===== config.mk =====
export PLATFORM = sky130hd
export DESIGN_NAME = clock_divider_channels
export DESIGN_NICKNAME = d
export VERILOG_FILES = /design/src/pkg/clkdiv_pkg.sv /design/src/logic/clock_divider_channels.sv
export SDC_FILE = /design/constraint.sdc
export NUM_CORES = 1
export LEC_CHECK = 0
export BUFFER_PORTS_ARGS = -buffer_cell sky130_fd_sc_hd__buf_2
export CAP_MARGIN = 40
export CORE_ASPECT_RATIO = 1.1
export CORE_MARGIN = 2
export CORE_UTILIZATION = 35
export CTS_CLUSTER_DIAMETER = 30
export DETAILED_ROUTE_END_ITERATION = 6
export PLACE_DENSITY = 0.64
export SYNTH_ARGS = -nofsm -noshare
export SYNTH_HDL_FRONTEND = slang
export SYNTH_SLANG_ARGS = --single-unit

===== constraint.sdc =====
create_clock -name sys_clk -period 2.7 [get_ports sys_clk]
set_input_delay 0.135 -clock sys_clk [delete_from_list [all_inputs] [get_ports sys_clk]]
set_output_delay 0.135 -clock sys_clk [all_outputs]
set_load 0.1 [all_outputs]

===== src/pkg/clkdiv_pkg.sv =====
// Constants, field layouts and types shared by the output channel divider block.
package clkdiv_pkg;

  // ---------------------------------------------------------------------------
  // Register indices, byte address is four times the index
  // ---------------------------------------------------------------------------
  localparam logic [8:0] IDX_HS_DIV_B_CYCLES     = 9'h196;
  localparam logic [8:0] IDX_HS_DIV_B_SYNC_PHASE = 9'h197;
  localparam logic [8:0] IDX_HS_DIV_B_ROUTING    = 9'h198;
  localparam logic [8:0] IDX_LS_A_STAGE1_CYCLES  = 9'h199;
  localparam logic [8:0] IDX_LS_A_PHASE_OFFSETS  = 9'h19a;
  localparam logic [8:0] IDX_LS_A_STAGE2_CYCLES  = 9'h19b;
  localparam logic [8:0] IDX_LS_A_CONTROL        = 9'h19c;
  localparam logic [8:0] IDX_LS_A_DUTY_CORR      = 9'h19d;
  localparam logic [8:0] IDX_LS_B_STAGE1_CYCLES  = 9'h19e;
  localparam logic [3:0] SLOT_COUNT              = 4'h9;
  localparam int unsigned ADDR_W                 = 11;

  // ---------------------------------------------------------------------------
  // Slots of the register array, counted from the first index
  // ---------------------------------------------------------------------------
  localparam logic [3:0] SLOT_HS_CYC = 4'h0;
  localparam logic [3:0] SLOT_HS_CTL = 4'h1;
  localparam logic [3:0] SLOT_HS_RTE = 4'h2;
  localparam logic [3:0] SLOT_A1_CYC = 4'h3;
  localparam logic [3:0] SLOT_A_PHS  = 4'h4;
  localparam logic [3:0] SLOT_A2_CYC = 4'h5;
  localparam logic [3:0] SLOT_A_CTL  = 4'h6;
  localparam logic [3:0] SLOT_A_DCC  = 4'h7;
  localparam logic [3:0] SLOT_B1_CYC = 4'h8;

  // ---------------------------------------------------------------------------
  // Field positions
  // ---------------------------------------------------------------------------
  localparam int unsigned HS_BYPASS_BIT  = 7;
  localparam int unsigned HS_NOSYNC_BIT  = 6;
  localparam int unsigned HS_FORCE_BIT   = 5;
  localparam int unsigned HS_START_BIT   = 4;
  localparam int unsigned DIRECT_BIT     = 1;
  localparam int unsigned DCC_OFF_BIT    = 0;
  localparam int unsigned S2_BYPASS_BIT  = 5;
  localparam int unsigned S1_BYPASS_BIT  = 4;
  localparam int unsigned LS_NOSYNC_BIT  = 3;
  localparam int unsigned LS_FORCE_BIT   = 2;
  localparam int unsigned S2_START_BIT   = 1;
  localparam int unsigned S1_START_BIT   = 0;

  // ---------------------------------------------------------------------------
  // Reset values and writable masks
  // ---------------------------------------------------------------------------
  localparam logic [7:0] REG_RESET   = 8'h00;
  localparam logic [7:0] MASK_FULL   = 8'hff;
  localparam logic [7:0] MASK_ROUTE  = 8'h03;
  localparam logic [7:0] MASK_LS_CTL = 8'h3f;
  localparam logic [7:0] MASK_DCC    = 8'h01;

  // ---------------------------------------------------------------------------
  // Distribution source select codes
  // ---------------------------------------------------------------------------
  localparam logic [1:0] SRC_EXT   = 2'b00;
  localparam logic [1:0] SRC_OTHER = 2'b01;
  localparam logic [1:0] SRC_OSC   = 2'b10;

  // ---------------------------------------------------------------------------
  // Divider stages and types
  // ---------------------------------------------------------------------------
  localparam int unsigned STAGES  = 4;
  localparam int unsigned STG_HS  = 0;
  localparam int unsigned STG_A1  = 1;
  localparam int unsigned STG_A2  = 2;
  localparam int unsigned STG_B1  = 3;

  typedef struct packed {
    logic       lvl;
    logic [3:0] cnt;
    logic [3:0] hold;
  } div_s;

  typedef enum logic [1:0] {
    BUS_IDLE = 2'b01,
    BUS_ACK  = 2'b10
  } bus_e;

endpackage


===== src/logic/clock_divider_channels.sv =====
// Output channel clock dividers with their configuration registers on Avalon-MM.
`timescale 1ns/10ps
`default_nettype none
// Summary of operation
// - High-speed divider B start level from bit 4.
// - High-speed divider B four-bit phase offset, reset zero.
// - Direct bit clear routes divider to pair B.
// - Direct set, source 10b: oscillator drives pair.
// - Direct set, source 00b: external clock drives pair.
// - Source 01b: direct bit has no effect.
// - Duty-correction-disable bit clear enables correction.
// - Channel A stage one low N+1 cycles.
// - Channel A stage one high M+1 cycles.
// - Channel A stage two has own counts.
// - Channel A phase offsets, stage two upper nibble.
// - Bit 5 bypasses channel A stage two.
// - Bit 4 bypasses channel A stage one.
// - Sync-ignore bit makes channel disregard sync.
// - Force level applies only with sync-ignore set.
// - Bits 1 and 0 set stage start levels.
// - Channel B stage one low/high counts plus one.
module clock_divider_channels (
  // Clock and reset.
  input  wire logic        sys_clk,
  input  wire logic        reset,
  // Avalon-MM register slave.
  input  wire logic [10:0] avs_address,
  input  wire logic        avs_read,
  input  wire logic        avs_write,
  input  wire logic [31:0] avs_writedata,
  input  wire logic [3:0]  avs_byteenable,
  output logic      [31:0] avs_readdata,
  output logic             avs_waitrequest,
  // Distribution clock sources and chip-level sync.
  input  wire logic        osc_clk,
  input  wire logic        ext_clk,
  input  wire logic [1:0]  dist_src_sel,
  input  wire logic        sync_hold,
  // Divided clock outputs.
  output logic             hs_pair_b_out_first,
  output logic             hs_pair_b_out_second,
  output logic             ls_a_out,
  output logic             ls_b_stage1_out,
  // Duty-cycle correction enables.
  output logic             hs_b_dcc_on,
  output logic             ls_a_dcc_on
);

  // ---------------------------------------------------------------------------
  // Functions
  // ---------------------------------------------------------------------------
  function automatic logic reg_hit(input logic [10:0] addr);
    return (addr[10:2] >= clkdiv_pkg::IDX_HS_DIV_B_CYCLES) &&
           (addr[10:2] <= clkdiv_pkg::IDX_LS_B_STAGE1_CYCLES);
  endfunction

  function automatic logic [3:0] reg_slot(input logic [10:0] addr);
    logic [8:0] diff;
    diff = addr[10:2] - clkdiv_pkg::IDX_HS_DIV_B_CYCLES;
    return diff[3:0];
  endfunction

  function automatic logic [7:0] reg_mask(input logic [3:0] slot);
    case (slot)
      clkdiv_pkg::SLOT_HS_RTE: return clkdiv_pkg::MASK_ROUTE;
      clkdiv_pkg::SLOT_A_CTL:  return clkdiv_pkg::MASK_LS_CTL;
      clkdiv_pkg::SLOT_A_DCC:  return clkdiv_pkg::MASK_DCC;
      default:                 return clkdiv_pkg::MASK_FULL;
    endcase
  endfunction

  function automatic clkdiv_pkg::div_s div_step(input clkdiv_pkg::div_s s,
                                                input logic [3:0]       lowc,
                                                input logic [3:0]       highc);
    clkdiv_pkg::div_s r;
    logic [3:0]       lim;
    r   = s;
    lim = s.lvl ? highc : lowc;
    if (s.hold != 4'h0) begin
      r.hold = s.hold - 4'h1;
    end else if (s.cnt == lim) begin
      r.lvl = ~s.lvl;
      r.cnt = 4'h0;
    end else begin
      r.cnt = s.cnt + 4'h1;
    end
    return r;
  endfunction

  // ---------------------------------------------------------------------------
  // Register bus
  // ---------------------------------------------------------------------------
  clkdiv_pkg::bus_e bus_state;
  clkdiv_pkg::bus_e next_bus_state;
  logic [7:0]       cfg [0:8];
  logic [7:0]       next_cfg [0:8];
  logic [31:0]      next_readdata;
  logic             next_waitrequest;
  logic [3:0]       slot;

  always_comb begin
    slot             = reg_slot(avs_address);
    next_bus_state   = bus_state;
    next_waitrequest = 1'b1;
    next_readdata    = avs_readdata;
    next_cfg         = cfg;
    case (bus_state)
      clkdiv_pkg::BUS_IDLE: begin
        if (avs_read || avs_write) begin
          next_bus_state   = clkdiv_pkg::BUS_ACK;
          next_waitrequest = 1'b0;
          next_readdata    = 32'h0000_0000;
          if (avs_read && reg_hit(avs_address)) begin
            next_readdata[7:0] = cfg[slot];
          end
        end
      end
      clkdiv_pkg::BUS_ACK: begin
        next_bus_state = clkdiv_pkg::BUS_IDLE;
        if (avs_write && avs_byteenable[0] && reg_hit(avs_address)) begin
          next_cfg[slot] = avs_writedata[7:0] & reg_mask(slot);
        end
      end
      default: begin
        next_bus_state = clkdiv_pkg::BUS_IDLE;
      end
    endcase
  end

  always_ff @(posedge sys_clk) begin
    if (reset) begin
      bus_state       <= clkdiv_pkg::BUS_IDLE;
      avs_waitrequest <= 1'b1;
      avs_readdata    <= 32'h0000_0000;
      for (int i = 0; i < 9; i++) begin
        cfg[i] <= clkdiv_pkg::REG_RESET;
      end
    end else begin
      bus_state       <= next_bus_state;
      avs_waitrequest <= next_waitrequest;
      avs_readdata    <= next_readdata;
      cfg             <= next_cfg;
    end
  end

  // ---------------------------------------------------------------------------
  // Stage configuration
  // ---------------------------------------------------------------------------
  logic [3:0] st_low    [0:3];
  logic [3:0] st_high   [0:3];
  logic [3:0] st_phase  [0:3];
  logic       st_start  [0:3];
  logic       st_bypass [0:3];
  logic       st_nosync [0:3];
  logic       hs_force;
  logic       ls_force;
  logic       hs_direct;
  logic       dist_clk;

  always_comb begin
    st_low[clkdiv_pkg::STG_HS]    = cfg[clkdiv_pkg::SLOT_HS_CYC][7:4];
    st_high[clkdiv_pkg::STG_HS]   = cfg[clkdiv_pkg::SLOT_HS_CYC][3:0];
    st_phase[clkdiv_pkg::STG_HS]  = cfg[clkdiv_pkg::SLOT_HS_CTL][3:0];
    st_start[clkdiv_pkg::STG_HS]  = cfg[clkdiv_pkg::SLOT_HS_CTL][clkdiv_pkg::HS_START_BIT];
    st_bypass[clkdiv_pkg::STG_HS] = cfg[clkdiv_pkg::SLOT_HS_CTL][clkdiv_pkg::HS_BYPASS_BIT];
    st_nosync[clkdiv_pkg::STG_HS] = cfg[clkdiv_pkg::SLOT_HS_CTL][clkdiv_pkg::HS_NOSYNC_BIT];
    // Channel A stage one.
    st_low[clkdiv_pkg::STG_A1]    = cfg[clkdiv_pkg::SLOT_A1_CYC][7:4];
    st_high[clkdiv_pkg::STG_A1]   = cfg[clkdiv_pkg::SLOT_A1_CYC][3:0];
    st_phase[clkdiv_pkg::STG_A1]  = cfg[clkdiv_pkg::SLOT_A_PHS][3:0];
    st_start[clkdiv_pkg::STG_A1]  = cfg[clkdiv_pkg::SLOT_A_CTL][clkdiv_pkg::S1_START_BIT];
    st_bypass[clkdiv_pkg::STG_A1] = cfg[clkdiv_pkg::SLOT_A_CTL][clkdiv_pkg::S1_BYPASS_BIT];
    st_nosync[clkdiv_pkg::STG_A1] = cfg[clkdiv_pkg::SLOT_A_CTL][clkdiv_pkg::LS_NOSYNC_BIT];
    // Channel A stage two.
    st_low[clkdiv_pkg::STG_A2]    = cfg[clkdiv_pkg::SLOT_A2_CYC][7:4];
    st_high[clkdiv_pkg::STG_A2]   = cfg[clkdiv_pkg::SLOT_A2_CYC][3:0];
    st_phase[clkdiv_pkg::STG_A2]  = cfg[clkdiv_pkg::SLOT_A_PHS][7:4];
    st_start[clkdiv_pkg::STG_A2]  = cfg[clkdiv_pkg::SLOT_A_CTL][clkdiv_pkg::S2_START_BIT];
    st_bypass[clkdiv_pkg::STG_A2] = cfg[clkdiv_pkg::SLOT_A_CTL][clkdiv_pkg::S2_BYPASS_BIT];
    st_nosync[clkdiv_pkg::STG_A2] = cfg[clkdiv_pkg::SLOT_A_CTL][clkdiv_pkg::LS_NOSYNC_BIT];
    // Channel B stage one.
    st_low[clkdiv_pkg::STG_B1]    = cfg[clkdiv_pkg::SLOT_B1_CYC][7:4];
    st_high[clkdiv_pkg::STG_B1]   = cfg[clkdiv_pkg::SLOT_B1_CYC][3:0];
    st_phase[clkdiv_pkg::STG_B1]  = 4'h0;
    st_start[clkdiv_pkg::STG_B1]  = 1'b0;
    st_bypass[clkdiv_pkg::STG_B1] = 1'b0;
    st_nosync[clkdiv_pkg::STG_B1] = 1'b0;
    hs_force  = cfg[clkdiv_pkg::SLOT_HS_CTL][clkdiv_pkg::HS_FORCE_BIT];
    ls_force  = cfg[clkdiv_pkg::SLOT_A_CTL][clkdiv_pkg::LS_FORCE_BIT];
    hs_direct = cfg[clkdiv_pkg::SLOT_HS_RTE][clkdiv_pkg::DIRECT_BIT];
    dist_clk  = (dist_src_sel == clkdiv_pkg::SRC_OSC) ? osc_clk : ext_clk;
  end

  // ---------------------------------------------------------------------------
  // Divider stages
  // ---------------------------------------------------------------------------
  clkdiv_pkg::div_s st      [0:3];
  clkdiv_pkg::div_s next_st [0:3];
  logic             prev_in [0:3];
  logic             out_lvl [0:3];
  logic             next_out_lvl [0:3];
  logic             in_lvl  [0:3];
  logic             in_rise [0:3];
  logic             sync_on [0:3];

  always_comb begin
    for (int i = 0; i < 4; i++) begin
      in_lvl[i] = dist_clk;
    end
    in_lvl[clkdiv_pkg::STG_A2] = out_lvl[clkdiv_pkg::STG_A1];
    for (int i = 0; i < 4; i++) begin
      in_rise[i] = in_lvl[i] && !prev_in[i];
      sync_on[i] = sync_hold && !st_nosync[i];
      next_st[i] = st[i];
      if (sync_on[i] || st_bypass[i]) begin
        next_st[i] = '{lvl: st_start[i], cnt: 4'h0, hold: st_phase[i]};
      end else if (in_rise[i]) begin
        next_st[i] = div_step(st[i], st_low[i], st_high[i]);
      end
      next_out_lvl[i] = st_bypass[i] ? in_lvl[i] : next_st[i].lvl;
    end
  end

  always_ff @(posedge sys_clk) begin
    if (reset) begin
      for (int i = 0; i < 4; i++) begin
        st[i]      <= '{lvl: 1'b0, cnt: 4'h0, hold: 4'h0};
        prev_in[i] <= 1'b0;
        out_lvl[i] <= 1'b0;
      end
    end else begin
      for (int i = 0; i < 4; i++) begin
        st[i]      <= next_st[i];
        prev_in[i] <= in_lvl[i];
        out_lvl[i] <= next_out_lvl[i];
      end
    end
  end

  // ---------------------------------------------------------------------------
  // Output routing
  // ---------------------------------------------------------------------------
  logic hs_sel;
  logic ls_a_sel;

  always_comb begin
    hs_sel = out_lvl[clkdiv_pkg::STG_HS];
    if (hs_direct && dist_src_sel == clkdiv_pkg::SRC_OSC) begin
      hs_sel = osc_clk;
    end else if (hs_direct && dist_src_sel == clkdiv_pkg::SRC_EXT) begin
      hs_sel = ext_clk;
    end else if (sync_hold && st_nosync[clkdiv_pkg::STG_HS]) begin
      hs_sel = hs_force;
    end
    ls_a_sel = out_lvl[clkdiv_pkg::STG_A2];
    if (sync_hold && st_nosync[clkdiv_pkg::STG_A2]) begin
      ls_a_sel = ls_force;
    end
  end

  always_ff @(posedge sys_clk) begin
    if (reset) begin
      hs_pair_b_out_first  <= 1'b0;
      hs_pair_b_out_second <= 1'b0;
      ls_a_out             <= 1'b0;
      ls_b_stage1_out      <= 1'b0;
      hs_b_dcc_on          <= 1'b1;
      ls_a_dcc_on          <= 1'b1;
    end else begin
      hs_pair_b_out_first  <= hs_sel;
      hs_pair_b_out_second <= hs_sel;
      ls_a_out             <= ls_a_sel;
      ls_b_stage1_out      <= out_lvl[clkdiv_pkg::STG_B1];
      hs_b_dcc_on          <= !cfg[clkdiv_pkg::SLOT_HS_RTE][clkdiv_pkg::DCC_OFF_BIT];
      ls_a_dcc_on          <= !cfg[clkdiv_pkg::SLOT_A_DCC][clkdiv_pkg::DCC_OFF_BIT];
    end
  end

  // ---------------------------------------------------------------------------
  // Assertions
  // ---------------------------------------------------------------------------
  a_hs_start_level: assert property (@(posedge sys_clk) disable iff (reset)
    (sync_on[0] && !st_bypass[0]) |=> (st[0].lvl == $past(st_start[0])))
    else $error("High-speed divider did not load its start level.");

  a_hs_phase_load: assert property (@(posedge sys_clk) disable iff (reset)
    sync_on[0] |=> (st[0].hold == $past(st_phase[0]) && st[0].cnt == 4'h0))
    else $error("High-speed divider did not load its phase offset.");

  a_hs_divider_route: assert property (@(posedge sys_clk) disable iff (reset)
    (!hs_direct && !sync_hold) |=> (hs_pair_b_out_first == $past(out_lvl[0])))
    else $error("Pair B not driven from its divider.");

  a_hs_osc_route: assert property (@(posedge sys_clk) disable iff (reset)
    (hs_direct && dist_src_sel == 2'b10) |=> (hs_pair_b_out_second == $past(osc_clk)))
    else $error("Oscillator not routed to pair B.");

  a_hs_ext_route: assert property (@(posedge sys_clk) disable iff (reset)
    (hs_direct && dist_src_sel == 2'b00) |=> (hs_pair_b_out_first == $past(ext_clk)))
    else $error("External clock not routed to pair B.");

  a_hs_direct_ignored: assert property (@(posedge sys_clk) disable iff (reset)
    (hs_direct && dist_src_sel == 2'b01 && !sync_hold)
      |=> (hs_pair_b_out_first == $past(out_lvl[0])))
    else $error("Direct bit acted with source 01b.");

  a_dcc_follows_bit: assert property (@(posedge sys_clk) disable iff (reset)
    ##1 (ls_a_dcc_on == !$past(cfg[7][0]) && hs_b_dcc_on == !$past(cfg[2][0])))
    else $error("Duty correction enable does not follow its bit.");

  a_a1_low_count: assert property (@(posedge sys_clk) disable iff (reset)
    (in_rise[1] && !sync_on[1] && !st_bypass[1] && st[1].hold == 4'h0 && !st[1].lvl)
      |=> (st[1].lvl == ($past(st[1].cnt) == $past(st_low[1]))))
    else $error("Stage one low time is wrong.");

  a_a1_high_count: assert property (@(posedge sys_clk) disable iff (reset)
    (in_rise[1] && !sync_on[1] && !st_bypass[1] && st[1].hold == 4'h0 && st[1].lvl)
      |=> (st[1].lvl == ($past(st[1].cnt) != $past(st_high[1]))))
    else $error("Stage one high time is wrong.");

  a_a2_bypass_pass: assert property (@(posedge sys_clk) disable iff (reset)
    st_bypass[2] |=> (out_lvl[2] == $past(out_lvl[1])))
    else $error("Bypassed stage two does not pass its input.");

  a_sync_ignored: assert property (@(posedge sys_clk) disable iff (reset)
    (sync_hold && st_nosync[1] && !in_rise[1] && !st_bypass[1]) |=> $stable(st[1]))
    else $error("Sync acted on a channel that ignores it.");

  a_ls_force_level: assert property (@(posedge sys_clk) disable iff (reset)
    (sync_hold && st_nosync[2]) |=> (ls_a_out == $past(ls_force)))
    else $error("Forced level not driven on channel A.");

  a_b1_low_count: assert property (@(posedge sys_clk) disable iff (reset)
    (in_rise[3] && !sync_hold && st[3].hold == 4'h0 && !st[3].lvl && st[3].cnt != st_low[3])
      |=> !st[3].lvl)
    else $error("Channel B stage one left low too early.");

endmodule
`default_nettype wire


==> results.json, run 1 <==
{
  "vias": 4771,
  "grt_pass1_wl_um": 23400,
  "clock_sinks": 129,
  "postPlaceCellArea_sq_um": 6640,
  "area_growth_syn_to_layout_pct": 16.0,
  "drc_errors": 0,
  "yosysSeqAreaShare_pct": 41.0,
  "finalWeightedCongestion": 0.752,
  "setup_viol": 0,
  "synth_area_per_cell_sq_um": 9.34,
  "worstPathRequired_ps": 2990,
  "r2r_end": "out_lvl[1]",
  "place_ws_ps": 392,
  "clockRootBuffer": "clkbuf_16",
  "power.density_nw_per_um2": 669,
  "postRouteAntennaNets": 0,
  "fillCellCount": 1730,
  "post-route-min-period_ps": 2020,
  "clockBufferDepth": 2,
  "synth_top_flop_cell": "dfxtp_1",
  "r2r-start": "st[1][8]",
  "placementRows": 51,
  "gr-usage-met3_pct": 3.79,
  "drive_above_1_share_pct": 15.4,
  "yosysUniqueCellTypes": 54,
  "endpoint": "out_lvl[1]",
  "tightestPinTransition_ps": 881,
  "path_clk_slew_ps": 60,
  "grt_use_met2_pct": 27.4,
  "first_iter_violations": 238,
  "status": "complete, no violations",
  "fmax_mhz": 494,
  "grt_pass1_vias": 4556,
  "setup_slack_ps": 677,
  "whs_ps": 91.4,
  "place_inst": 933,
  "fin_area_sq_um": 7300,
  "syn_inst": 674,
  "core_sq_um": 17700,
  "hold_viol_final": 0,
  "period_share_pct": 74.9,
  "crit_start": "st[1][8]",
  "worst-r2r-cell-count": 6,
  "arrival_ps": 2310,
  "fin_cells": 967,
  "synthesis.area_sq_um": 6290,
  "hold_path.class": "primary input to register",
  "start_kind": "register",
  "peakVddDrop_mv": 0.441,
  "dieArea_sq_um": 19100,
  "slew_headroom_pct": 40.7,
  "final_max_slew_viol_count": 0,
  "die_y_um": 145,
  "cts_max_level": 4,
  "worstPathMaxFanout": 7,
  "start_util_pct": 35.6,
  "ys_warn_count": 0,
  "rsz0062_at_grt": "no",
  "grt_max_degree": 56,
  "post_cts_buffers": 0,
  "grt_overflow": 0,
  "grtUsageMet1_pct": 19.4,
  "dieWidth_um": 132,
  "clk_latency_ps": 430,
  "viasPerCell": 4.93,
  "cap_violations": 0,
  "grt_antenna_before_repair": 0,
  "synth_edf_count": 0,
  "first_pass_iters": 4,
  "layout.nets": 786,
  "drt_wl_total_um": 14900,
  "r2r_setup_slack_ps": 680,
  "end_kind": "register",
  "busiest_layer": "met2",
  "clock_skew_ps": 8.20,
  "dp_hpwl_um": 10600,
  "synth-seq-cells": 129,
  "synthArstFlopShare_pct": 0,
  "portBuffers": 41,
  "io_pins": 95,
  "p_leak_uw": 0.00300,
  "post_cts_resized": 0,
  "cts_hold_buffers": 4,
  "cts_buffers": 17,
  "wire_per_inst_um": 15.4,
  "grt_usage_pct": 15.9,
  "tns_ps": 0,
  "cts_tree": "done",
  "crit_type": "register to register",
  "insertedDiodeCount": 0
}
==> synthesized netlist by cell type, types with 2 or more instances <==
cell type | count | area, sq um
a211oi_1 | 13 | 97.6
a21oi_1 | 37 | 185
a22o_1 | 8 | 70.1
a22oi_1 | 8 | 60.1
a311oi_1 | 2 | 17.5
and2_1 | 17 | 106
and3_1 | 2 | 12.5
buf_1 | 3 | 11.3
buf_2 | 9 | 45.0
buf_4 | 28 | 210
buf_6 | 3 | 33.8
clkbuf_1 | 11 | 41.3
dfxtp_1 | 129 | 2580
ha_1 | 12 | 150
inv_1 | 16 | 60.1
mux2_2 | 2 | 22.5
mux2i_1 | 66 | 661
mux4_2 | 16 | 360
nand2_1 | 62 | 233
nand2b_1 | 4 | 25.0
nand3_1 | 22 | 110
nand3b_1 | 4 | 30.0
nand4_1 | 2 | 12.5
nor2_1 | 92 | 345
nor2b_1 | 18 | 113
nor3_1 | 11 | 55.1
nor3b_1 | 6 | 45.0
nor4_1 | 4 | 25.0
nor4_4 | 2 | 42.5
o211ai_1 | 3 | 22.5
o21ai_0 | 7 | 35.0
or3_1 | 2 | 12.5
or3b_2 | 2 | 17.5
xnor2_1 | 22 | 193
xor2_1 | 10 | 87.6
==> critical path: stages, from the launching register on <==
cell and delay (ps):
dfxtp_1 490, mux2i_1 300, xnor2_1 130, nor4_4 410, a31oi_1 140, nor4_1 290, nor3_1 120
==> per-stage QoR <==
stage / power, uW / utilization [%]
after floorplan: 2400 / -
after global placement: 2460 / 37.5
after detailed placement: 2460 / 37.5
after CTS: 4920 / 41.3
after global routing: 5040 / 41.3
final: 4890 / 41.3
==> flip-flops by register name (all words and copies together) (netlist names) <==
register and flops:
avs_readdata 8, ls_a_dcc_on 1, bus_state 2, ls_a_out 1, out_lvl 3, avs_waitrequest 1
hs_pair_b_out_second 1, prev_in 2, ls_b_stage1_out 1, hs_b_dcc_on 1, cfg 72, st 36
==> cell type report <==
type                    instances  area [sq um]  area share (%)
clock buffers                  21           470            6.44
clock inverters                 9           156            2.14
inverters                      16          60.1           0.822
multi-input cells             498          3390            46.5
flip-flops and latches        129          2580            35.4
well taps                     238           298            4.08
repair buffers                 56           340            4.66
==> worst min-delay path by stage <==
stage                          start           end  slack (ps)  depth (start not counted)
floorplan                      reset  bus_state[1]         240                          1
global placement    avs_writedata[5]       cfg[21]         390                          3
detailed placement  avs_writedata[5]       cfg[21]         400                          3
CTS                 avs_writedata[0]       cfg[32]          80                          3
global route                   reset        cfg[8]          90                          2
finish                     sync_hold      ls_a_out          90                          3
==> routing by layer <==
metal,part of all wire [%],routed length [um]
met3,3.2,470
met2,49,7290
met4,2.1,307
met5,0,0
met1,46,6800
==> report_power, final <==
part           internal [uW]  switching [uW]  total [uW]
Combinational            115             361         476
Clock                   1610             855        2460
Sequential              1930            22.2        1950
==> kinds of logic after synthesis <==
group | after synthesis | share of synthesized area [%]
simple gates | 262 | 20.5
other cells | 1 | 0.0596
mux | 84 | 16.6
fa+ha+maj | 12 | 2.39
flops | 129 | 41.0
compound gates | 84 | 8.59
buf+inv | 70 | 6.38
xor+xnor | 32 | 4.45
==> layout by cell type (no fill, tap or decap), types with 11 or more instances in the layout <==
master     netlist  routed
nor3_1          11      11
nor2b_1         18      18
mux4_2          16      16
dfxtp_1        129     129
nor2_1          92      92
nand2_1         62      62
clkbuf_16        0      17
conb_1           1      24
a21oi_1         37      37
nand3_1         22      22
xnor2_1         22      22
ha_1            12      12
inv_1           16      16
buf_2            9      41
mux2i_1         66      66
a211oi_1        13      13
and2_1          17      17
No activity file was read; power rests on OpenSTA's default activity.
==> inputs of run 2 (changes only) <==
- clock period: 2.7 -> 1.9 ns (I/O delays scaled with it)
==> run 2 against run 1 <==
Sequential power rose by 42%; critical path depth unchanged; clock skew increased by 0.86 ps; worst setup slack got worse by 570 ps; utilization grew 2.1 points; critical path type unchanged.
==> results.json, run 2 (synthesis gave the netlist of run 1 again) <==
{
  "worst-r2r-cell-count": 6,
  "die_y_um": 145,
  "fin_util_pct": 43.4,
  "drc_errors": 0,
  "crit_start": "st[1][8]",
  "mostFrequentLayoutCells": "dfxtp_1, nor2_1, mux2i_1, nand2_1, buf_4",
  "tightestPinTransition_ps": 641,
  "crit_type": "register to register",
  "area_growth_syn_to_layout_pct": 21.9,
  "first_iter_violations": 193,
  "cts_buffers": 17,
  "start_kind": "register",
  "postPlaceCellArea_sq_um": 6950,
  "drive_above_1_share_pct": 20.9,
  "max_stage_delay_ps": 410,
  "end_kind": "register",
  "portBuffers": 41,
  "drt_wl_total_um": 15300,
  "fmax_mhz": 559,
  "clockBufferDepth": 2,
  "cts_tree": "done",
  "place_inst": 970,
  "io_pins": 95,
  "r2r_setup_slack_ps": 110,
  "cts_max_level": 4,
  "postRouteAntennaNets": 0,
  "grt_pass1_vias": 4819,
  "grt_max_degree": 31,
  "hold_path.class": "primary input to register",
  "clockRootBuffer": "clkbuf_16",
  "fillCellCount": 1741,
  "insertedDiodeCount": 0,
  "grt_antenna_before_repair": 0,
  "worstPathRequired_ps": 2200,
  "status": "complete, no violations",
  "dp_hpwl_um": 11100,
  "area.sequential_sq_um": 2590,
  "fin_cells": 1005,
  "dieArea_sq_um": 19100,
  "grt_overflow": 0,
  "final_common_cell": "dfxtp_1",
  "grt_pass1_wl_um": 25000,
  "vias": 4951,
  "start_util_pct": 35.6,
  "whs_ps": 20.0,
  "clock_sinks": 129,
  "post-route-min-period_ps": 1790,
  "fin_area_sq_um": 7670,
  "p_leak_uw": 0.00322,
  "grt_usage_pct": 17.0,
  "tns_ps": 0,
  "largest_register": "cfg",
  "clock_skew_ps": 9.06,
  "r2r-start": "st[1][8]",
  "worstPathMaxFanout": 5,
  "period_share_pct": 94.2,
  "endpoint": "out_lvl[1]",
  "core_sq_um": 17700,
  "hold_viol_final": 0,
  "cap_violations": 0,
  "peakVddDrop_mv": 0.599,
  "arrival_ps": 2090,
  "wire_per_inst_um": 15.2,
  "top_regs": "cfg (72), st (36), avs_readdata (8)",
  "layout.nets": 824,
  "whs_path_depth": 2,
  "final_max_slew_viol_count": 0,
  "dieWidth_um": 132,
  "clk_latency_ps": 430,
  "multi_input_area_sq_um": 3420,
  "finalWeightedCongestion": 0.832,
  "setup_viol": 0,
  "worstPathCellList": "mux2i_2 -> xnor2_1 -> nor4_4 -> a31oi_1 -> nor4_1 -> nor3_1",
  "path_clk_slew_ps": 60,
  "largest_reg_flops": 72,
  "r2r_end": "out_lvl[1]",
  "first_pass_iters": 4,
  "slew_headroom_pct": 57.2,
  "placementRows": 51,
  "viasPerCell": 4.93,
  "cp_slowest_cell": "dfxtp_2",
  "power.density_nw_per_um2": 918
}
run 2: cell count changes in the layout (fill, tap and decap cells not counted), moves of 2 or more:
cell     change
buf_4       +35
buf_12       +3
dfxtp_2      +3
mux2i_2      +2
nor3b_2      +2
dfxtp_1      -4
nor3b_1      -2
mux2i_1      -2
run 2: area by class of cell:
type	instances	share of cell area, %
Clock buffer	21	6.26
Timing Repair Buffer	94	8.65
Inverter	16	0.783
Clock inverter	9	2.02
Sequential cell	129	33.8
Tap cell	238	3.88
Multi-Input combinational cell	498	44.6
run 2: critical path: cells and delay by family, from the launching register on:
| kind | cells | cell delay [ps] |
|---|---|---|
| AO/OA/AOI/OAI | 1 | 140 |
| multiplexers | 1 | 260 |
| flip-flops | 1 | 410 |
| AND/OR/NAND/NOR | 3 | 730 |
| XOR/XNOR | 1 | 130 |
run 2: layer usage:
layer	GRT usage [%]	vias to the layer above	wire [um]
met4	8.47	0	442
met5	0	-	0
met2	28.1	100	7590
met3	4.10	31	574
li1	-	2462	-
met1	20.8	2358	6720
run 2: power breakdown:
part	total [uW]	internal, uW	leakage [uW]	switching [uW]
clock	3510	2310	0.000299	1200
combinational	756	226	0.00188	530
sequential	2770	2740	0.00105	31.2
total	7040	5280	0.00322	1760
run 2: worst min path at each step:
stage	start	end	slack, ps
6_report	reset	ls_a_dcc_on	20
3_5_place_dp	avs_writedata[3]	cfg[19]	370
2_1_floorplan	reset	bus_state[1]	200
4_1_cts	reset	ls_a_dcc_on	10
3_3_place_gp	avs_writedata[3]	cfg[19]	360
5_1_grt	reset	ls_a_dcc_on	20
run 2: timing repair:
| item | in CTS | in global routing |
|---|---|---|
| resized for setup | 0 | 11 |
| hold buffers | 4 | 0 |
| setup buffers | 1 | 0 |
| pin swaps | 1 | 1 |
| hold endpoints to repair | 4 | 0 |
| endpoints found under the setup margin | 1 | 16 |
run 2: through the flow:
stage | total power [uW] | setup slack, ps
6_report | 7040 | 111
2_1_floorplan | 3400 | 177
3_3_place_gp | 3560 | 31.5
3_5_place_dp | 3570 | -5.43
4_1_cts | 7080 | 29.6
5_1_grt | 7290 | -9.81
==> inputs of run 3 (changes only) <==
- CAP_MARGIN: 40 -> 10
- CORE_UTILIZATION: 35 -> 46
- PLACE_DENSITY: 0.64 -> 0.78
==> run 3 against run 2 <==
Register-to-register slack hardly changed; count of clock-buffer cells in the layout is 1 lower; utilization is 13 points higher; cell count is 5.4% lower; clock power is 9.4% lower; combinational power is 2% lower; sequential share of layout area is 0.69 points higher; critical path type unchanged.
==> results.json, run 3 (synthesis gave the netlist of run 1 again) <==
{
  "status": "complete, no violations",
  "whs_ps": 63.8,
  "post-route-min-period_ps": 1800,
  "grt_usage_pct": 21.6,
  "p_leak_uw": 0.00317,
  "worstPathRequired_ps": 2210,
  "pwr-share-clk_pct": 47.5,
  "fin_cells": 951,
  "io_pins": 95,
  "setup_viol": 0,
  "seqPwrFrac_pct": 41.4,
  "crit_type": "register to register",
  "clockRootBuffer": "clkbuf_16",
  "clock_sinks": 129,
  "cts_tree": "done",
  "cap_violations": 0,
  "core_sq_um": 13300,
  "power.density_nw_per_um2": 891,
  "grt_antenna_before_repair": 0,
  "clk_latency_ps": 420,
  "fin_area_sq_um": 7510,
  "fin_util_pct": 56.6,
  "insertedDiodeCount": 0,
  "grt_max_degree": 33,
  "layout.nets": 822,
  "arrival_ps": 2110,
  "portBuffers": 41,
  "hold_viol_final": 0,
  "first_pass_iters": 5,
  "final_max_slew_viol_count": 0,
  "placementRows": 44,
  "start_kind": "register",
  "postPlaceCellArea_sq_um": 6860,
  "switching_share_pct": 26.5,
  "largest_register": "cfg",
  "finalWeightedCongestion": 0.869,
  "slew_headroom_pct": 54.7,
  "cts_max_level": 4,
  "start_util_pct": 47.4,
  "fillCellCount": 1147,
  "final_common_cell": "dfxtp_1",
  "first_iter_violations": 377,
  "p_switching_uw": 1780,
  "tightestPinTransition_ps": 660,
  "grt_pass1_wl_um": 24400,
  "grt_pass1_vias": 4970,
  "whs_path_depth": 3,
  "drc_errors": 0,
  "vias": 5059,
  "dp_hpwl_um": 10700,
  "worstPathMaxFanout": 5,
  "die_y_um": 127,
  "drt_wl_total_um": 15000,
  "drive_above_1_share_pct": 20.5,
  "clock_skew_ps": 6.66,
  "viasPerCell": 5.32,
  "wire_per_inst_um": 15.8,
  "area_growth_syn_to_layout_pct": 19.4,
  "largest_reg_flops": 72,
  "postRouteAntennaNets": 0,
  "dieWidth_um": 116,
  "fmax_mhz": 556,
  "period_share_pct": 94.6,
  "p_int_uw": 4920,
  "top_regs": "cfg (72), st (36), avs_readdata (8)",
  "path_clk_slew_ps": 60,
  "place_inst": 914,
  "clockBufferDepth": 2,
  "cts_buffers": 17,
  "dieArea_sq_um": 14600,
  "mostFrequentLayoutCells": "dfxtp_1, nor2_1, mux2i_1, nand2_1, buf_4",
  "worst-r2r-cell-count": 6,
  "power_frac_comb_pct": 11.1,
  "grt_overflow": 0,
  "end_kind": "register",
  "peakVddDrop_mv": 0.899,
  "hold_path.class": "primary input to register"
}
[run 3: cell type report]
cell class / count / area (sq um) / share of cell area (%)
clock buffer: 20 / 447 / 5.95
clock inverter: 12 / 135 / 1.80
inverter: 16 / 60.1 / 0.799
multi-input combinational: 498 / 3420 / 45.5
sequential: 129 / 2590 / 34.5
tap: 184 / 230 / 3.06
timing repair buffer: 92 / 636 / 8.46
[run 3: path summary, 6_finish.rpt]
kind | from | endpoint | slack [ps]
max | st[0][8] | out_lvl[0] | 100
max reg2reg | st[0][8] | out_lvl[0] | 100
min | avs_writedata[0] | cfg[32] | 60
min reg2reg | cfg[48] | hs_b_dcc_on | 430
[run 3: routing by layer]
layer / track usage, % / routed length (um) / vias to the layer above
met5: 0 / 0 / -
met4: 8.86 / 417 / 0
met3: 5.06 / 837 / 40
met2: 37.4 / 7710 / 164
met1: 25.6 / 6080 / 2409
li1: - / - / 2446
[run 3: power by group through the flow]
stage                     sequential, uW  combinational (uW)  clock (uW)
final                               2770                 742        3180
after global routing                2780                 789        3350
after CTS                           2770                 732        3220
after detailed placement            2830                 721           0
after global placement              2830                 713           0
after floorplan                     2850                 558           0
[run 3: worst max-delay path: stages, from the launching register on]
cell,delay (ps)
dfxtp_4,390
mux2i_2,230
xnor2_1,120
nor4_4,360
a21o_1,170
a21oi_2,60
a2111oi_2,350
[run 3: metrics by stage]
stage	setup TNS [ps]	power, uW	setup slack, ps
2_1_floorplan	0	3400	177
3_3_place_gp	0	3540	33.5
3_5_place_dp	-67.0	3550	-67.0
4_1_cts	0	6720	12.0
5_1_grt	-4.18	6910	-3.40
6_report	0	6690	103
[run 3: what timing repair did]
action / in CTS / in global routing
endpoints found under the hold margin: 4 / 0
setup endpoints to repair: 1 / 14
hold buffers: 4 / 0
resized for setup: 0 / 9
pin swaps: 1 / 1
setup buffers: 1 / 0
cloned: 0 / 0
